**config.mk**
```make
export PLATFORM = sky130hd
export DESIGN_NAME = ssp_port
export DESIGN_NICKNAME = d
export VERILOG_FILES = /design/src/core/ssp_pkg.sv /design/src/core/ssp_port.sv
export SDC_FILE = /design/constraint.sdc
export NUM_CORES = 1
export LEC_CHECK = 0
export ABC_AREA = 1
export BUFFER_PORTS_ARGS = -buffer_cell sky130_fd_sc_hd__buf_2
export CAP_MARGIN = 0
export CORE_MARGIN = 5
export CORE_UTILIZATION = 45
export CTS_CLUSTER_SIZE = 10
export DETAILED_ROUTE_END_ITERATION = 6
export GPL_TIMING_DRIVEN = 0
export PLACE_DENSITY = 0.61
export SLEW_MARGIN = 20
export SYNTH_ARGS = -nofsm -noshare
export SYNTH_HDL_FRONTEND = slang
export SYNTH_SLANG_ARGS = --single-unit
export TNS_END_PERCENT = 100
```
**constraint.sdc**
```tcl
create_clock -name CORE_CLK_IN -period 2.8 [get_ports CORE_CLK_IN]
set_input_delay 0.7 -clock CORE_CLK_IN [delete_from_list [all_inputs] [get_ports CORE_CLK_IN]]
set_output_delay 0.7 -clock CORE_CLK_IN [all_outputs]
set_load 0.03 [all_outputs]
```
**src/core/ssp_pkg.sv**
```systemverilog
// Package of constants and types for the serial register port
package ssp_pkg;
    localparam logic [6:0]  PAGE_OFS_1B     = 7'h7C;    // Page register offset, one-byte mode
    localparam logic [14:0] PAGE_OFS_2B     = 15'h7FFD; // Page register offset, two-byte mode
    localparam int          PAGE_BYTES_1B   = 4;
    localparam int          PAGE_BYTES_2B   = 3;
    localparam logic [31:0] PAGE_RESET      = 32'h0000_0000;
    localparam int          PAGE_HI_1B      = 9;        // Upper bits from page register
    localparam int          OFS_BITS_1B     = 7;
    localparam int          OFS_BITS_2B     = 15;
    localparam int          ADDR_W          = 16;
    localparam int          BURST_MAX       = 16;       // Atomic burst length on the shared bus
    localparam int          SYNC_STAGES     = 2;

    typedef enum logic [1:0] {
        SSP_ADDR_HI = 2'b00,
        SSP_ADDR_LO = 2'b01,
        SSP_DATA    = 2'b10
    } ssp_state_t;

    // Settings that steer the port
    typedef struct packed {
        logic three_wire;     // 1: shared pin carries both directions
        logic two_byte;       // 1: two_byte_offset_mode
        logic sample_fall;    // 1: sample on falling edge
        logic read_delay;     // 1: add half clock to read data
    } ssp_cfg_t;

    // Request onto the shared internal register bus
    typedef struct packed {
        logic              wr;
        logic              rd;
        logic [ADDR_W-1:0] addr;
        logic [7:0]        wdata;
    } ssp_req_t;
endpackage

```
**src/core/ssp_port.sv**
```systemverilog
// Serial register port, SPI mode, oversampled by the core clock
`timescale 1ns/1ps
module ssp_port #(
    parameter int BURST_MAX = ssp_pkg::BURST_MAX
) (
    input  wire logic                       CORE_CLK_IN,
    input  wire logic                       RESET_IN,
    input  wire logic                       SCLK_IN,
    input  wire logic                       CS_N_IN,
    input  wire logic                       DATA_IN_PIN_IN,
    input  wire logic                       SDIO_IN,
    output logic                            SDIO_OUT,
    output logic                            SDIO_OE_OUT,
    input  wire ssp_pkg::ssp_cfg_t          CFG_IN,
    output ssp_pkg::ssp_req_t               REQ_OUT,
    output logic                            BUS_HOLD_OUT,
    input  wire logic                       BUS_GRANT_IN,
    input  wire logic [7:0]                 RDATA_IN,
    output logic [31:0]                     PAGE_OUT
);
    ////////////////////////////////////////////////////////////////////////
    // Pin synchronisers
    logic [ssp_pkg::SYNC_STAGES-1:0] sclk_sync;
    logic [ssp_pkg::SYNC_STAGES-1:0] cs_sync;
    logic [ssp_pkg::SYNC_STAGES-1:0] din_sync;
    logic [ssp_pkg::SYNC_STAGES-1:0] dio_sync;
    logic                            sclk_prev;

    always_ff @(posedge CORE_CLK_IN) begin
        sclk_sync <= {sclk_sync[0], SCLK_IN};
        cs_sync   <= {cs_sync[0], CS_N_IN};
        din_sync  <= {din_sync[0], DATA_IN_PIN_IN};
        dio_sync  <= {dio_sync[0], SDIO_IN};
        sclk_prev <= sclk_sync[1];
    end

    wire sclk_s    = sclk_sync[1];
    wire cs_high   = cs_sync[1];
    wire rise      = sclk_s & ~sclk_prev;
    wire fall      = ~sclk_s & sclk_prev;
    wire samp_edge = (CFG_IN.sample_fall ? fall : rise) & ~cs_high;
    wire lnch_edge = (CFG_IN.sample_fall ? rise : fall) & ~cs_high;
    wire in_bit    = CFG_IN.three_wire ? dio_sync[1] : din_sync[1];

    ////////////////////////////////////////////////////////////////////////
    // Frame state
    ssp_pkg::ssp_state_t     state;
    ssp_pkg::ssp_state_t     next_state;
    logic [2:0]              bit_cnt;
    logic [7:0]              shift_in;
    logic                    rd_flag;
    logic [14:0]             ofs;
    logic [4:0]              byte_cnt;
    logic [31:0]             page;
    logic [7:0]              shift_out;
    logic                    out_late;
    logic                    driving;

    wire [7:0] byte_now  = {shift_in[6:0], in_bit};
    wire       byte_done = samp_edge && (bit_cnt == 3'h7);
    wire       rw_bit    = byte_now[7];
    wire       last_addr = CFG_IN.two_byte ? (state == ssp_pkg::SSP_ADDR_LO) : (state == ssp_pkg::SSP_ADDR_HI);

    // Full register address from page and offset
    wire [15:0] addr_1b  = {page[15:7], ofs[6:0]};
    wire [15:0] addr_2b  = {page[15], ofs};
    wire [15:0] addr_now = CFG_IN.two_byte ? addr_2b : addr_1b;

    // Page register hit and byte lane within it
    wire        page_hit_1b = !CFG_IN.two_byte && (ofs[6:0] >= ssp_pkg::PAGE_OFS_1B);
    wire        page_hit_2b = CFG_IN.two_byte && (ofs >= ssp_pkg::PAGE_OFS_2B);
    wire [1:0]  page_lane   = CFG_IN.two_byte ? 2'(ofs - ssp_pkg::PAGE_OFS_2B + 15'h0001)
                                              : 2'(ofs[6:0] - ssp_pkg::PAGE_OFS_1B);
    wire        page_hit    = page_hit_1b | page_hit_2b;

    always_comb begin
        next_state = state;
        case (state)
            ssp_pkg::SSP_ADDR_HI: next_state = last_addr ? ssp_pkg::SSP_DATA : ssp_pkg::SSP_ADDR_LO;
            ssp_pkg::SSP_ADDR_LO: next_state = ssp_pkg::SSP_DATA;
            ssp_pkg::SSP_DATA:    next_state = ssp_pkg::SSP_DATA;
            default:              next_state = ssp_pkg::SSP_ADDR_HI;
        endcase
    end

    always_ff @(posedge CORE_CLK_IN) begin
        if (RESET_IN || cs_high) begin
            state    <= ssp_pkg::SSP_ADDR_HI;
            bit_cnt  <= 3'h0;
            shift_in <= 8'h00;
            byte_cnt <= 5'h00;
        end else if (samp_edge) begin
            bit_cnt  <= bit_cnt + 3'h1;
            shift_in <= byte_now;
            if (byte_done) begin
                state <= next_state;
                if (state == ssp_pkg::SSP_DATA && byte_cnt != 5'h1F) begin
                    byte_cnt <= byte_cnt + 5'h01;
                end
            end
        end
    end

    // Offset and direction capture, pointer advance
    always_ff @(posedge CORE_CLK_IN) begin
        if (RESET_IN) begin
            rd_flag <= 1'b0;
            ofs     <= 15'h0000;
        end else if (byte_done) begin
            case (state)
                ssp_pkg::SSP_ADDR_HI: begin
                    rd_flag <= byte_now[7];
                    ofs     <= {byte_now[6:0], 8'h00};
                    if (!CFG_IN.two_byte) begin
                        ofs <= {8'h00, byte_now[6:0]};
                    end
                end
                ssp_pkg::SSP_ADDR_LO: ofs <= {ofs[14:8], byte_now};
                ssp_pkg::SSP_DATA:    ofs <= ofs + 15'h0001;
                default:              ofs <= ofs;
            endcase
        end
    end

    // Page register, written a byte at a time in the burst
    always_ff @(posedge CORE_CLK_IN) begin
        if (RESET_IN) begin
            page <= ssp_pkg::PAGE_RESET;
        end else if (byte_done && state == ssp_pkg::SSP_DATA && !rd_flag && page_hit) begin
            page[8*page_lane +: 8] <= byte_now;
        end
    end
    assign PAGE_OUT = page;

    ////////////////////////////////////////////////////////////////////////
    // Shared bus request: held from first data byte to chip select high or BURST_MAX bytes
    wire data_phase = (state == ssp_pkg::SSP_DATA);
    logic rd_fetch;
    // Fetch after the address, then again for every byte read
    wire rd_start = byte_done && last_addr && !data_phase && (CFG_IN.two_byte ? rd_flag : rw_bit);
    wire rd_next  = byte_done && data_phase && rd_flag;
    always_ff @(posedge CORE_CLK_IN) begin
        if (RESET_IN) begin
            REQ_OUT      <= '0;
            BUS_HOLD_OUT <= 1'b0;
            rd_fetch     <= 1'b0;
        end else begin
            REQ_OUT.wr   <= byte_done && data_phase && !rd_flag && !page_hit;
            REQ_OUT.rd   <= rd_fetch;
            REQ_OUT.addr <= addr_now;
            REQ_OUT.wdata <= byte_now;
            // Atomic hold covers at most BURST_MAX bytes
            BUS_HOLD_OUT <= !cs_high && data_phase && (byte_cnt < 5'(BURST_MAX));
            rd_fetch     <= rd_start || rd_next;
        end
    end

    ////////////////////////////////////////////////////////////////////////
    // Read data shifter
    // Byte lane of the page register
    function automatic logic [7:0] lane_byte(input logic [31:0] word, input logic [1:0] lane);
        lane_byte = word[8*lane +: 8];
    endfunction

    wire [7:0] rd_src  = page_hit ? lane_byte(page, page_lane) : RDATA_IN;
    wire       out_msb = shift_out[7];
    always_ff @(posedge CORE_CLK_IN) begin
        if (RESET_IN || cs_high) begin
            shift_out <= 8'h00;
            out_late  <= 1'b0;
            driving   <= 1'b0;
        end else begin
            if (REQ_OUT.rd) begin
                shift_out <= rd_src;
                driving   <= 1'b1;
            end else if (samp_edge && data_phase) begin
                shift_out <= {shift_out[6:0], 1'b0};
            end
            // Taken on the launch edge, so it stands over the next sample edge
            if (lnch_edge) begin
                out_late <= out_msb;
            end
        end
    end
    // Next read byte fetched at the pointer after each byte
    assign SDIO_OUT    = CFG_IN.read_delay ? out_late : (data_phase ? shift_out[7] : 1'b0);
    assign SDIO_OE_OUT = driving && !cs_high;
endmodule

```
## After elaboration in Yosys (flattened, before gate mapping)

Cells that the tools add are included.
W data, S select, Z words.

- Flip-flop bits (word level): 112
- Latch bits: 0
- RAM bits: 0
- Bits in read-only memories: 0
- Input port bits: 19
- Output and inout bits: 61
- Memories: 0

- Add/sub/neg operators: 7
- $mul: 0
- Div/mod/pow operators: 0
- Magnitude comparators: 3
- Equality and inequality tests: 4
- Shift operators: 3
- Multiplexer cells: 17
- Bitwise logic cells: 9
- Reductions and logical operators: 33

Operator list:

| kind | count |
|---|---|
| $pmux W15 S3 | 1 |
| $neg A5 Y34 | 1 |
| $shift A8 B34 Y32 const A | 1 |
| $shiftx A8 B34 Y32 | 1 |
| $bwmux W32 | 1 |
| $shiftx A32 B6 Y8 | 1 |
| $mux W15 | 2 |
| $mux W8 | 3 |
| $logic_and A1 B1 Y1 | 16 |
| $add A15 B1 Y15 const B | 1 |
| $ge A15 B15 Y1 const B | 1 |
| $ge A7 B7 Y1 const B | 1 |
| $mux W1 | 7 |
| $reduce_and A2 Y1 | 3 |
| $reduce_and A3 Y1 | 2 |
| $add A5 B1 Y5 const B | 1 |
| $logic_not A1 Y1 | 5 |
| $lt A5 B5 Y1 const B | 1 |
| $ne A5 B5 Y1 const B | 1 |
| $and A1 B1 Y1 | 4 |
| $mux W2 | 2 |
| $not A1 Y1 | 4 |
| $pmux W2 S2 | 1 |
| $reduce_bool A2 Y1 | 2 |
| 11 further kinds | 13 |

## Depth between registers and ports, before layout

Gate-level depths: netlist of run 1.

- Word-level depth: 9
- Depth in mapped cells: 14

## Worst setup path after synthesis of run 1

Ideal clock, no wire load.

- Path kind: reg-to-reg
- From: register ofs[1]
- To: register page[0] (netlist: PAGE_OUT[0])
- Setup time: 128 ps
- Data arrival time: 2012 ps
- Required time: 2672 ps
- Path slack: 661 ps
- Cell stages (with the launch flop): 14
- Path buffers: 4
- Clock period less this slack: 2139 ps
- Cells stage by stage: dfxtp_1 -> buf_2 -> inv_1 -> clkbuf_1 -> ha_1 -> nand2_1 -> nor2_2 -> nand4_4 -> nand2_4 -> buf_8 -> buf_4 -> nand4_1 -> nand2_1 -> nor2_1

- Cells in the longest elaborated chain, start to end: 6
- Elaborated cells between the ends (all ways): 14
- Classes of those cells: 4 x add/sub; 2 x order compare; 2 x shift; 2 x mux; 1 x bitwise; 3 x reduce/logical

Ends and longest elaborated chain:

| what | RTL line | text |
|---|---|---|
| start, declared | ssp_port.sv:52 | `logic [14:0] ofs;` |
| start signal, assigned | ssp_port.sv:113 | `ofs <= {byte_now[6:0], 8'h00};` |
| start signal, assigned | ssp_port.sv:115 | `ofs <= {8'h00, byte_now[6:0]};` |
| start signal, assigned | ssp_port.sv:118 | `ssp_pkg::SSP_ADDR_LO: ofs <= {ofs[14:8], byte_now};` |
| $sub A2 B1 Y2 | ssp_port.sv:72 | `wire [1:0] page_lane = CFG_IN.two_byte ? 2'(ofs - ssp_pkg::PAGE_OFS_2B + 15'h0001)` |
| $add A2 B1 Y2 | ssp_port.sv:72 |  |
| $mux W2 | ssp_port.sv:72 |  |
| $neg A5 Y34 | ssp_port.sv:130 | `page[8*page_lane +: 8] <= byte_now;` |
| $shiftx A8 B34 Y32 / $shift A8 B34 Y32 (equally long branches) | ssp_port.sv:130 |  |
| $bwmux W32 | ssp_port.sv:130 |  |
| end signal, assigned | ssp_port.sv:128 | `page <= ssp_pkg::PAGE_RESET;` |
| end signal, assigned by index | ssp_port.sv:130 |  |
| end, declared | ssp_port.sv:54 | `logic [31:0] page;` |

Parallel ways exist; a longest one is shown, timed or not.
A chain may end at the register's enable or synchronous reset.

## Worst setup path after layout of run 1

- From: register ofs[1]
- To: register page[2] (netlist: PAGE_OUT[2])

The elaborated chain is that of the path after synthesis.

==> results.cfg, run 1 <==
[outcome]
status = completed

[worst_setup_path]
cp_common_cell = nand2_1
cp.arrival_ns = 2.82
crit_fanout = 14
required_ns = 3.02
rrSetupSlack_ns = 0.21
r2r-end = PAGE_OUT[2]
cp_slowest_cell = inv_1
worst_setup_path_start_kind = flip-flop
cp_cell_sequence = buf_2, inv_1, ha_1, nand2_1, nor2_2, nand4_4, nand2_4, buf_8, buf_4, nand4_1, nand2_1, nor2_1
crit_type = reg2reg
slowest_delay_ns = 0.42
r2r_cells = 12
end_kind = flip-flop
rr_startpoint = ofs[1]

[clock_tree]
cts_buffer_depth = 2
clk_latency_ns = 0.35
cts_tree = done
clk_pin_slew_ns = 0.07
htree_levels = 3
cts_buffers = 9
cts_resized = 0
post-cts-setup-buffers = 0
cts-root-buf = clkbuf_16
clock-sinks = 112

[sta]
finalClockSkew_ns = 0.00709
period_needed_ns = 2.59
slew_headroom_pct = 32.1
drv_slew = 0
tns_ns = 0
finalHoldViolations = 0
setup_viol = 0
rsz0062_at_grt = false
fmax_mhz = 386
tightestPinTransition_ns = 1.01
min_period_over_period_pct = 92.6

[floorplanning]
core_sq_um = 11500
start_util_pct = 46.5
die_height_microns = 119
dieArea_sq_um = 14200
row_count = 39
die_w_microns = 119
ios = 80

[routing]
drtIter0Drc = 538
wl_per_cell_microns = 16.1
drc = 0
wl_microns = 16200
vias_per_cell = 5.35
drt.antenna.violating_nets = 0
drtPass1Iterations = 5
dr_total_vias = 5394

[power_and_ir_drop]
peakVddDrop_v = 0.000265
pwr_density_cell_nw_per_um2 = 483
p_leak_uw = 0.00282
total_power_uw = 2990

[global_route]
globalRouteMet2Util_pct = 37.1
use_met1_pct = 31.1
grt_overflow = 0
grt_util_all_layers_pct = 23.1
grt_pass1_wl_microns = 26300
antenna_found_initial = 0
grt_pass1_vias = 5102
met3_usage_pct = 4.31
busiest_layer = met2
grt_max_degree = 18

[layout]
area_growth_pct = 15.7
fillerInstances = 1172
finish.utilization_pct = 53.8
drive_gt1_share_pct = 13.9
layout.nets = 894
postLayoutCellArea_sq_um = 6190
diodes = 0
final_cells = 1008

[logic_synthesis]
yosys.area_share.simple_pct = 29.4
synth_edf_count = 0
ys_warn_count = 0
synth_mux_area_share_pct = 0
synthCells = 774
ys_ff_latch = 112
syn_area_per_cell_sq_um = 6.92
synthTopCellsByArea = dfxtp_1, nand2_1, inv_1
synth_area_leader_cell = dfxtp_1
synth-main-ff-cell = dfxtp_1
synth_area_sq_um = 5350
synth_compound_area_share_pct = 14.4
ys_types = 37
async_flop_share_pct = 0
synth_top_family_by_area = simple AND/OR/NAND/NOR gates
synthAdderAreaFrac_pct = 3.51
synth_top_area_share_pct = 41.9
synth_nets = 808
synth_seq_area_share_pct = 41.9
post_synth_xor_area_fraction_pct = 0.164

[hold_path]
min-delay-start = din_sync[0]
holdPathEnd = din_sync[1]
hold_path_class = reg2reg
whs_path_depth = 0

[place]
dpl_cell_area_sq_um = 5920
port_buffers = 77
gp_congestion = 0.948
place_inst = 994
hpwl_microns = 12300

[flow_run]
maxCapViolations = 0
power by group:
group          leakage [uW]  switching [uW]  internal, uW
combinational       0.00178            95.3          34.9
clock              0.000135             580           653
sequential         0.000908            13.7          1610
total               0.00282             689          2300
critical path, delay by kind of cell (launching register included):
| kind | cells | cell delay [ns] |
|---|---|---|
| adder cells (fa/ha/maj) | 1 | 0.24 |
| flip-flops | 1 | 0.37 |
| buffers and inverters | 4 | 0.98 |
| AND/OR/NAND/NOR | 7 | 0.86 |
layer usage:
metal,routed length (microns),share of wire (%),vias up
li1,-,-,2672
met1,7420,46,2491
met5,0,0,-
met4,393,2.4,0
met2,7320,45,202
met3,1080,6.7,29
through the flow:
| step | worst slack, ns | hold slack, ns |
|---|---|---|
| after floorplan | 0.661 | 0.310 |
| after global placement | 0.0400 | 0.311 |
| after detailed placement | 0.0110 | 0.312 |
| after CTS | 0.141 | 0.329 |
| after global routing | 0.00622 | 0.350 |
| final | 0.208 | 0.328 |
cell usage in the layout (no fill, tap or decap), types with 18 or more instances in the layout:
cell	count
inv_1	102
nand3_1	49
buf_2	85
nand2_1	153
nor2_1	101
dfxtp_1	112
clkbuf_1	18
o21ai_0	72
nand4_1	26
a21oi_1	67
cells in the mapped netlist, types with 8 or more instances:
| library cell | count |
|---|---|
| nand2_1 | 153 |
| nand4_1 | 26 |
| a21oi_1 | 67 |
| clkbuf_1 | 19 |
| nor3_1 | 8 |
| dfxtp_1 | 112 |
| nor2_1 | 101 |
| ha_1 | 15 |
| buf_2 | 8 |
| inv_1 | 102 |
| nand3_1 | 49 |
| o21ai_0 | 72 |
flip-flops by register name (all words and copies together) (netlist names), 2 cells and up:
| signal | flops |
|---|---|
| dio_sync | 2 |
| sclk_sync | 2 |
| ofs | 15 |
| bit_cnt | 3 |
| byte_cnt | 5 |
| cs_sync | 2 |
| din_sync | 2 |
| PAGE_OUT | 32 |
| state | 2 |
| REQ_OUT | 26 |
| shift_in | 7 |
| shift_out | 8 |
what timing repair did:
item | CTS | global route
hold buffers | 0 | 0
setup endpoints to repair | 1 | 8
endpoints found under the hold margin | 0 | 0
worst max-delay path by stage:
| stage | slack (ns) | cells past startpoint | to | startpoint |
|---|---|---|---|---|
| 6_report | 0.21 | 12 | PAGE_OUT[2] | ofs[1] |
| 5_1_grt | 0.006 | 10 | PAGE_OUT[3] | ofs[1] |
| 4_1_cts | 0.14 | 10 | PAGE_OUT[1] | ofs[0] |
| 3_5_place_dp | 0.01 | 13 | PAGE_OUT[2] | ofs[1] |
| 3_3_place_gp | 0.04 | 13 | PAGE_OUT[2] | ofs[1] |
| 2_1_floorplan | 0.66 | 13 | PAGE_OUT[0] | ofs[1] |
area by class of cell:
type	count	area, sq um	area share, %
clock buffer	12	256	4.14
multi-input combinational	522	2540	41.0
inverter	106	398	6.42
tap	143	179	2.89
timing repair buffer	77	385	6.22
clock inverter	4	28.8	0.465
buffer	32	164	2.65
sequential	112	2240	36.2
cell families after synthesis:
family	count (synthesis)
AO/OA/AOI/OAI	150
XOR/XNOR	1
adder cells (fa/ha/maj)	15
buffers and inverters	140
flip-flops	112
AND/OR/NAND/NOR	356
(Power assumes the default switching activity.)
==> run 2: changes to the inputs <==
--- a/config.mk
+++ b/config.mk
@@ -6,14 +6,14 @@
 export NUM_CORES = 1
 export LEC_CHECK = 0
 export ABC_AREA = 1
-export BUFFER_PORTS_ARGS = -buffer_cell sky130_fd_sc_hd__buf_2
 export CAP_MARGIN = 0
 export CORE_MARGIN = 5
 export CORE_UTILIZATION = 45
 export CTS_CLUSTER_SIZE = 10
 export DETAILED_ROUTE_END_ITERATION = 6
+export DONT_BUFFER_PORTS = 1
 export GPL_TIMING_DRIVEN = 0
-export PLACE_DENSITY = 0.61
+export PLACE_DENSITY = 0.56
 export SLEW_MARGIN = 20
 export SYNTH_ARGS = -nofsm -noshare
 export SYNTH_HDL_FRONTEND = slang
==> constraint.sdc (replaced) <==
create_clock -name CORE_CLK_IN -period 2.9 [get_ports CORE_CLK_IN]
set_input_delay 0.725 -clock CORE_CLK_IN [delete_from_list [all_inputs] [get_ports CORE_CLK_IN]]
set_output_delay 0.725 -clock CORE_CLK_IN [all_outputs]
set_load 0.03 [all_outputs]
==> run 2 against run 1 <==
Effect of this change: combinational power down 29%; clock skew is 0.00056 ns higher; critical path depth decreased by 7; sequential share of layout area rose by 2.1 points; critical path type is now reg2out.
==> results.cfg, run 2 (synthesized netlist as in run 1, its figures left out) <==
[outcome]
status = completed

[sta]
tns_ns = 0
finalHoldViolations = 0
rsz0062_at_grt = false
slew_headroom_pct = 33.9
whs_ns = 0.331
min_period_over_period_pct = 92.4
period_needed_ns = 2.68
tightestPinTransition_ns = 0.981
setup_viol = 0
drv_slew = 0
fmax_mhz = 373
finalClockSkew_ns = 0.00765

[layout]
layout_commonest_cell = nand2_1
layout_common_cells = nand2_1, dfxtp_1, inv_1
drive_gt1_share_pct = 5.58
layout.nets = 817
largest_reg_flops = 32
diodes = 0
area_growth_pct = 9.51
fillerInstances = 1184

[clock_tree]
cts-root-buf = clkbuf_16
cts_resized = 0
htree_levels = 3
clock-sinks = 112
clk_latency_ns = 0.37
cts_tree = done
post-cts-setup-buffers = 0
cts_buffers = 9
cts_buffer_depth = 2
ctsHoldBuffers = 0
clk_pin_slew_ns = 0.08

[flow_run]
maxCapViolations = 0

[worst_setup_path]
crit_type = reg2out
worst_setup_path_start_kind = flip-flop
cp.arrival_ns = 1.95
required_ns = 2.17
end_kind = output pin
crit_fanout = 9

[global_route]
grt_overflow = 0
grt_pass1_wl_microns = 25600
grt_util_all_layers_pct = 23.1
grt_pass1_vias = 4669
grt_max_degree = 21
antenna_found_initial = 0

[routing]
vias_per_cell = 5.40
wl_per_cell_microns = 17.5
drt.antenna.violating_nets = 0
drtPass1Iterations = 5
wl_microns = 16300
drtIter0Drc = 451
dr_total_vias = 5024
drc = 0

[floorplanning]
dieArea_sq_um = 14200
die_height_microns = 119
start_util_pct = 46.5
die_w_microns = 119
ios = 80
core_sq_um = 11500
row_count = 39

[hold_path]
hold_path_class = reg2reg

[power_and_ir_drop]
p_comb_share_pct = 3.0
p_clk_share_pct = 45.4
seq_power_share_pct = 51.6
p_sw_share_pct = 23.5
internal_power_uw = 2350
pwr_density_cell_nw_per_um2 = 525
peakVddDrop_v = 0.000382
p_leak_uw = 0.00245
switchingPower_uw = 723

[place]
hpwl_microns = 12500
gp_congestion = 0.929
port_buffers = 0
run 2: per-stage QoR:
| step | total power [uW] | utilization (%) | std cells | instance area [sq um] | setup WS (ns) |
|---|---|---|---|---|---|
| after global routing | 3190 | 50.9 | 931 | 5860 | 0.0158 |
| after detailed placement | 1710 | 48.0 | 917 | 5530 | 0.0838 |
| after floorplan | 1680 | - | 774 | 5350 | 0.760 |
| after global placement | 1710 | 48.0 | 917 | 5530 | 0.0800 |
| after CTS | 3110 | 51.0 | 933 | 5870 | 0.0550 |
| final | 3080 | 50.9 | 931 | 5860 | 0.220 |
run 2: worst paths after layout:
kind	start	endpoint	slack [ns]	depth (start not counted)
worst max-delay path	state[0]	SDIO_OUT	0.22	5
worst min-delay path	cs_sync[0]	cs_sync[1]	0.33	0
worst min register to register	cs_sync[0]	cs_sync[1]	0.33	0
worst max register to register	ofs[1]	PAGE_OUT[3]	0.28	12
run 2: critical path: stages, from the launching register on:
cell and delay, ns:
dfxtp_1 0.34, inv_1 0.09, ha_1 0.16, buf_2 0.21, nand2_1 0.08, o21ai_0 0.71
run 2: routing by layer:
metal  up-vias  share of wire (%)  GRT usage [%]
met3        25                7.0           6.45
met2       157                 46           36.5
met4         0                1.8           7.24
met1      2317                 45           30.7
met5         -                  0              0
li1       2525                  -              -
run 2: power groups by stage:
stage	clock (uW)	sequential, uW	combinational [uW]
2_1_floorplan	0	1620	61.2
3_5_place_dp	0	1620	91.7
5_1_grt	1500	1590	103
3_3_place_gp	0	1620	90.8
4_1_cts	1430	1590	92.1
6_report	1400	1590	92.0
run 2: area by class of cell:
class | count | area [sq um] | share of cell area [%]
well taps | 143 | 179 | 3.05
flip-flops and latches | 112 | 2240 | 38.2
clock buffers | 9 | 225 | 3.84
inverters | 106 | 398 | 6.79
multi-input cells | 522 | 2540 | 43.4
plain buffers | 32 | 164 | 2.80
clock inverters | 7 | 113 | 1.92
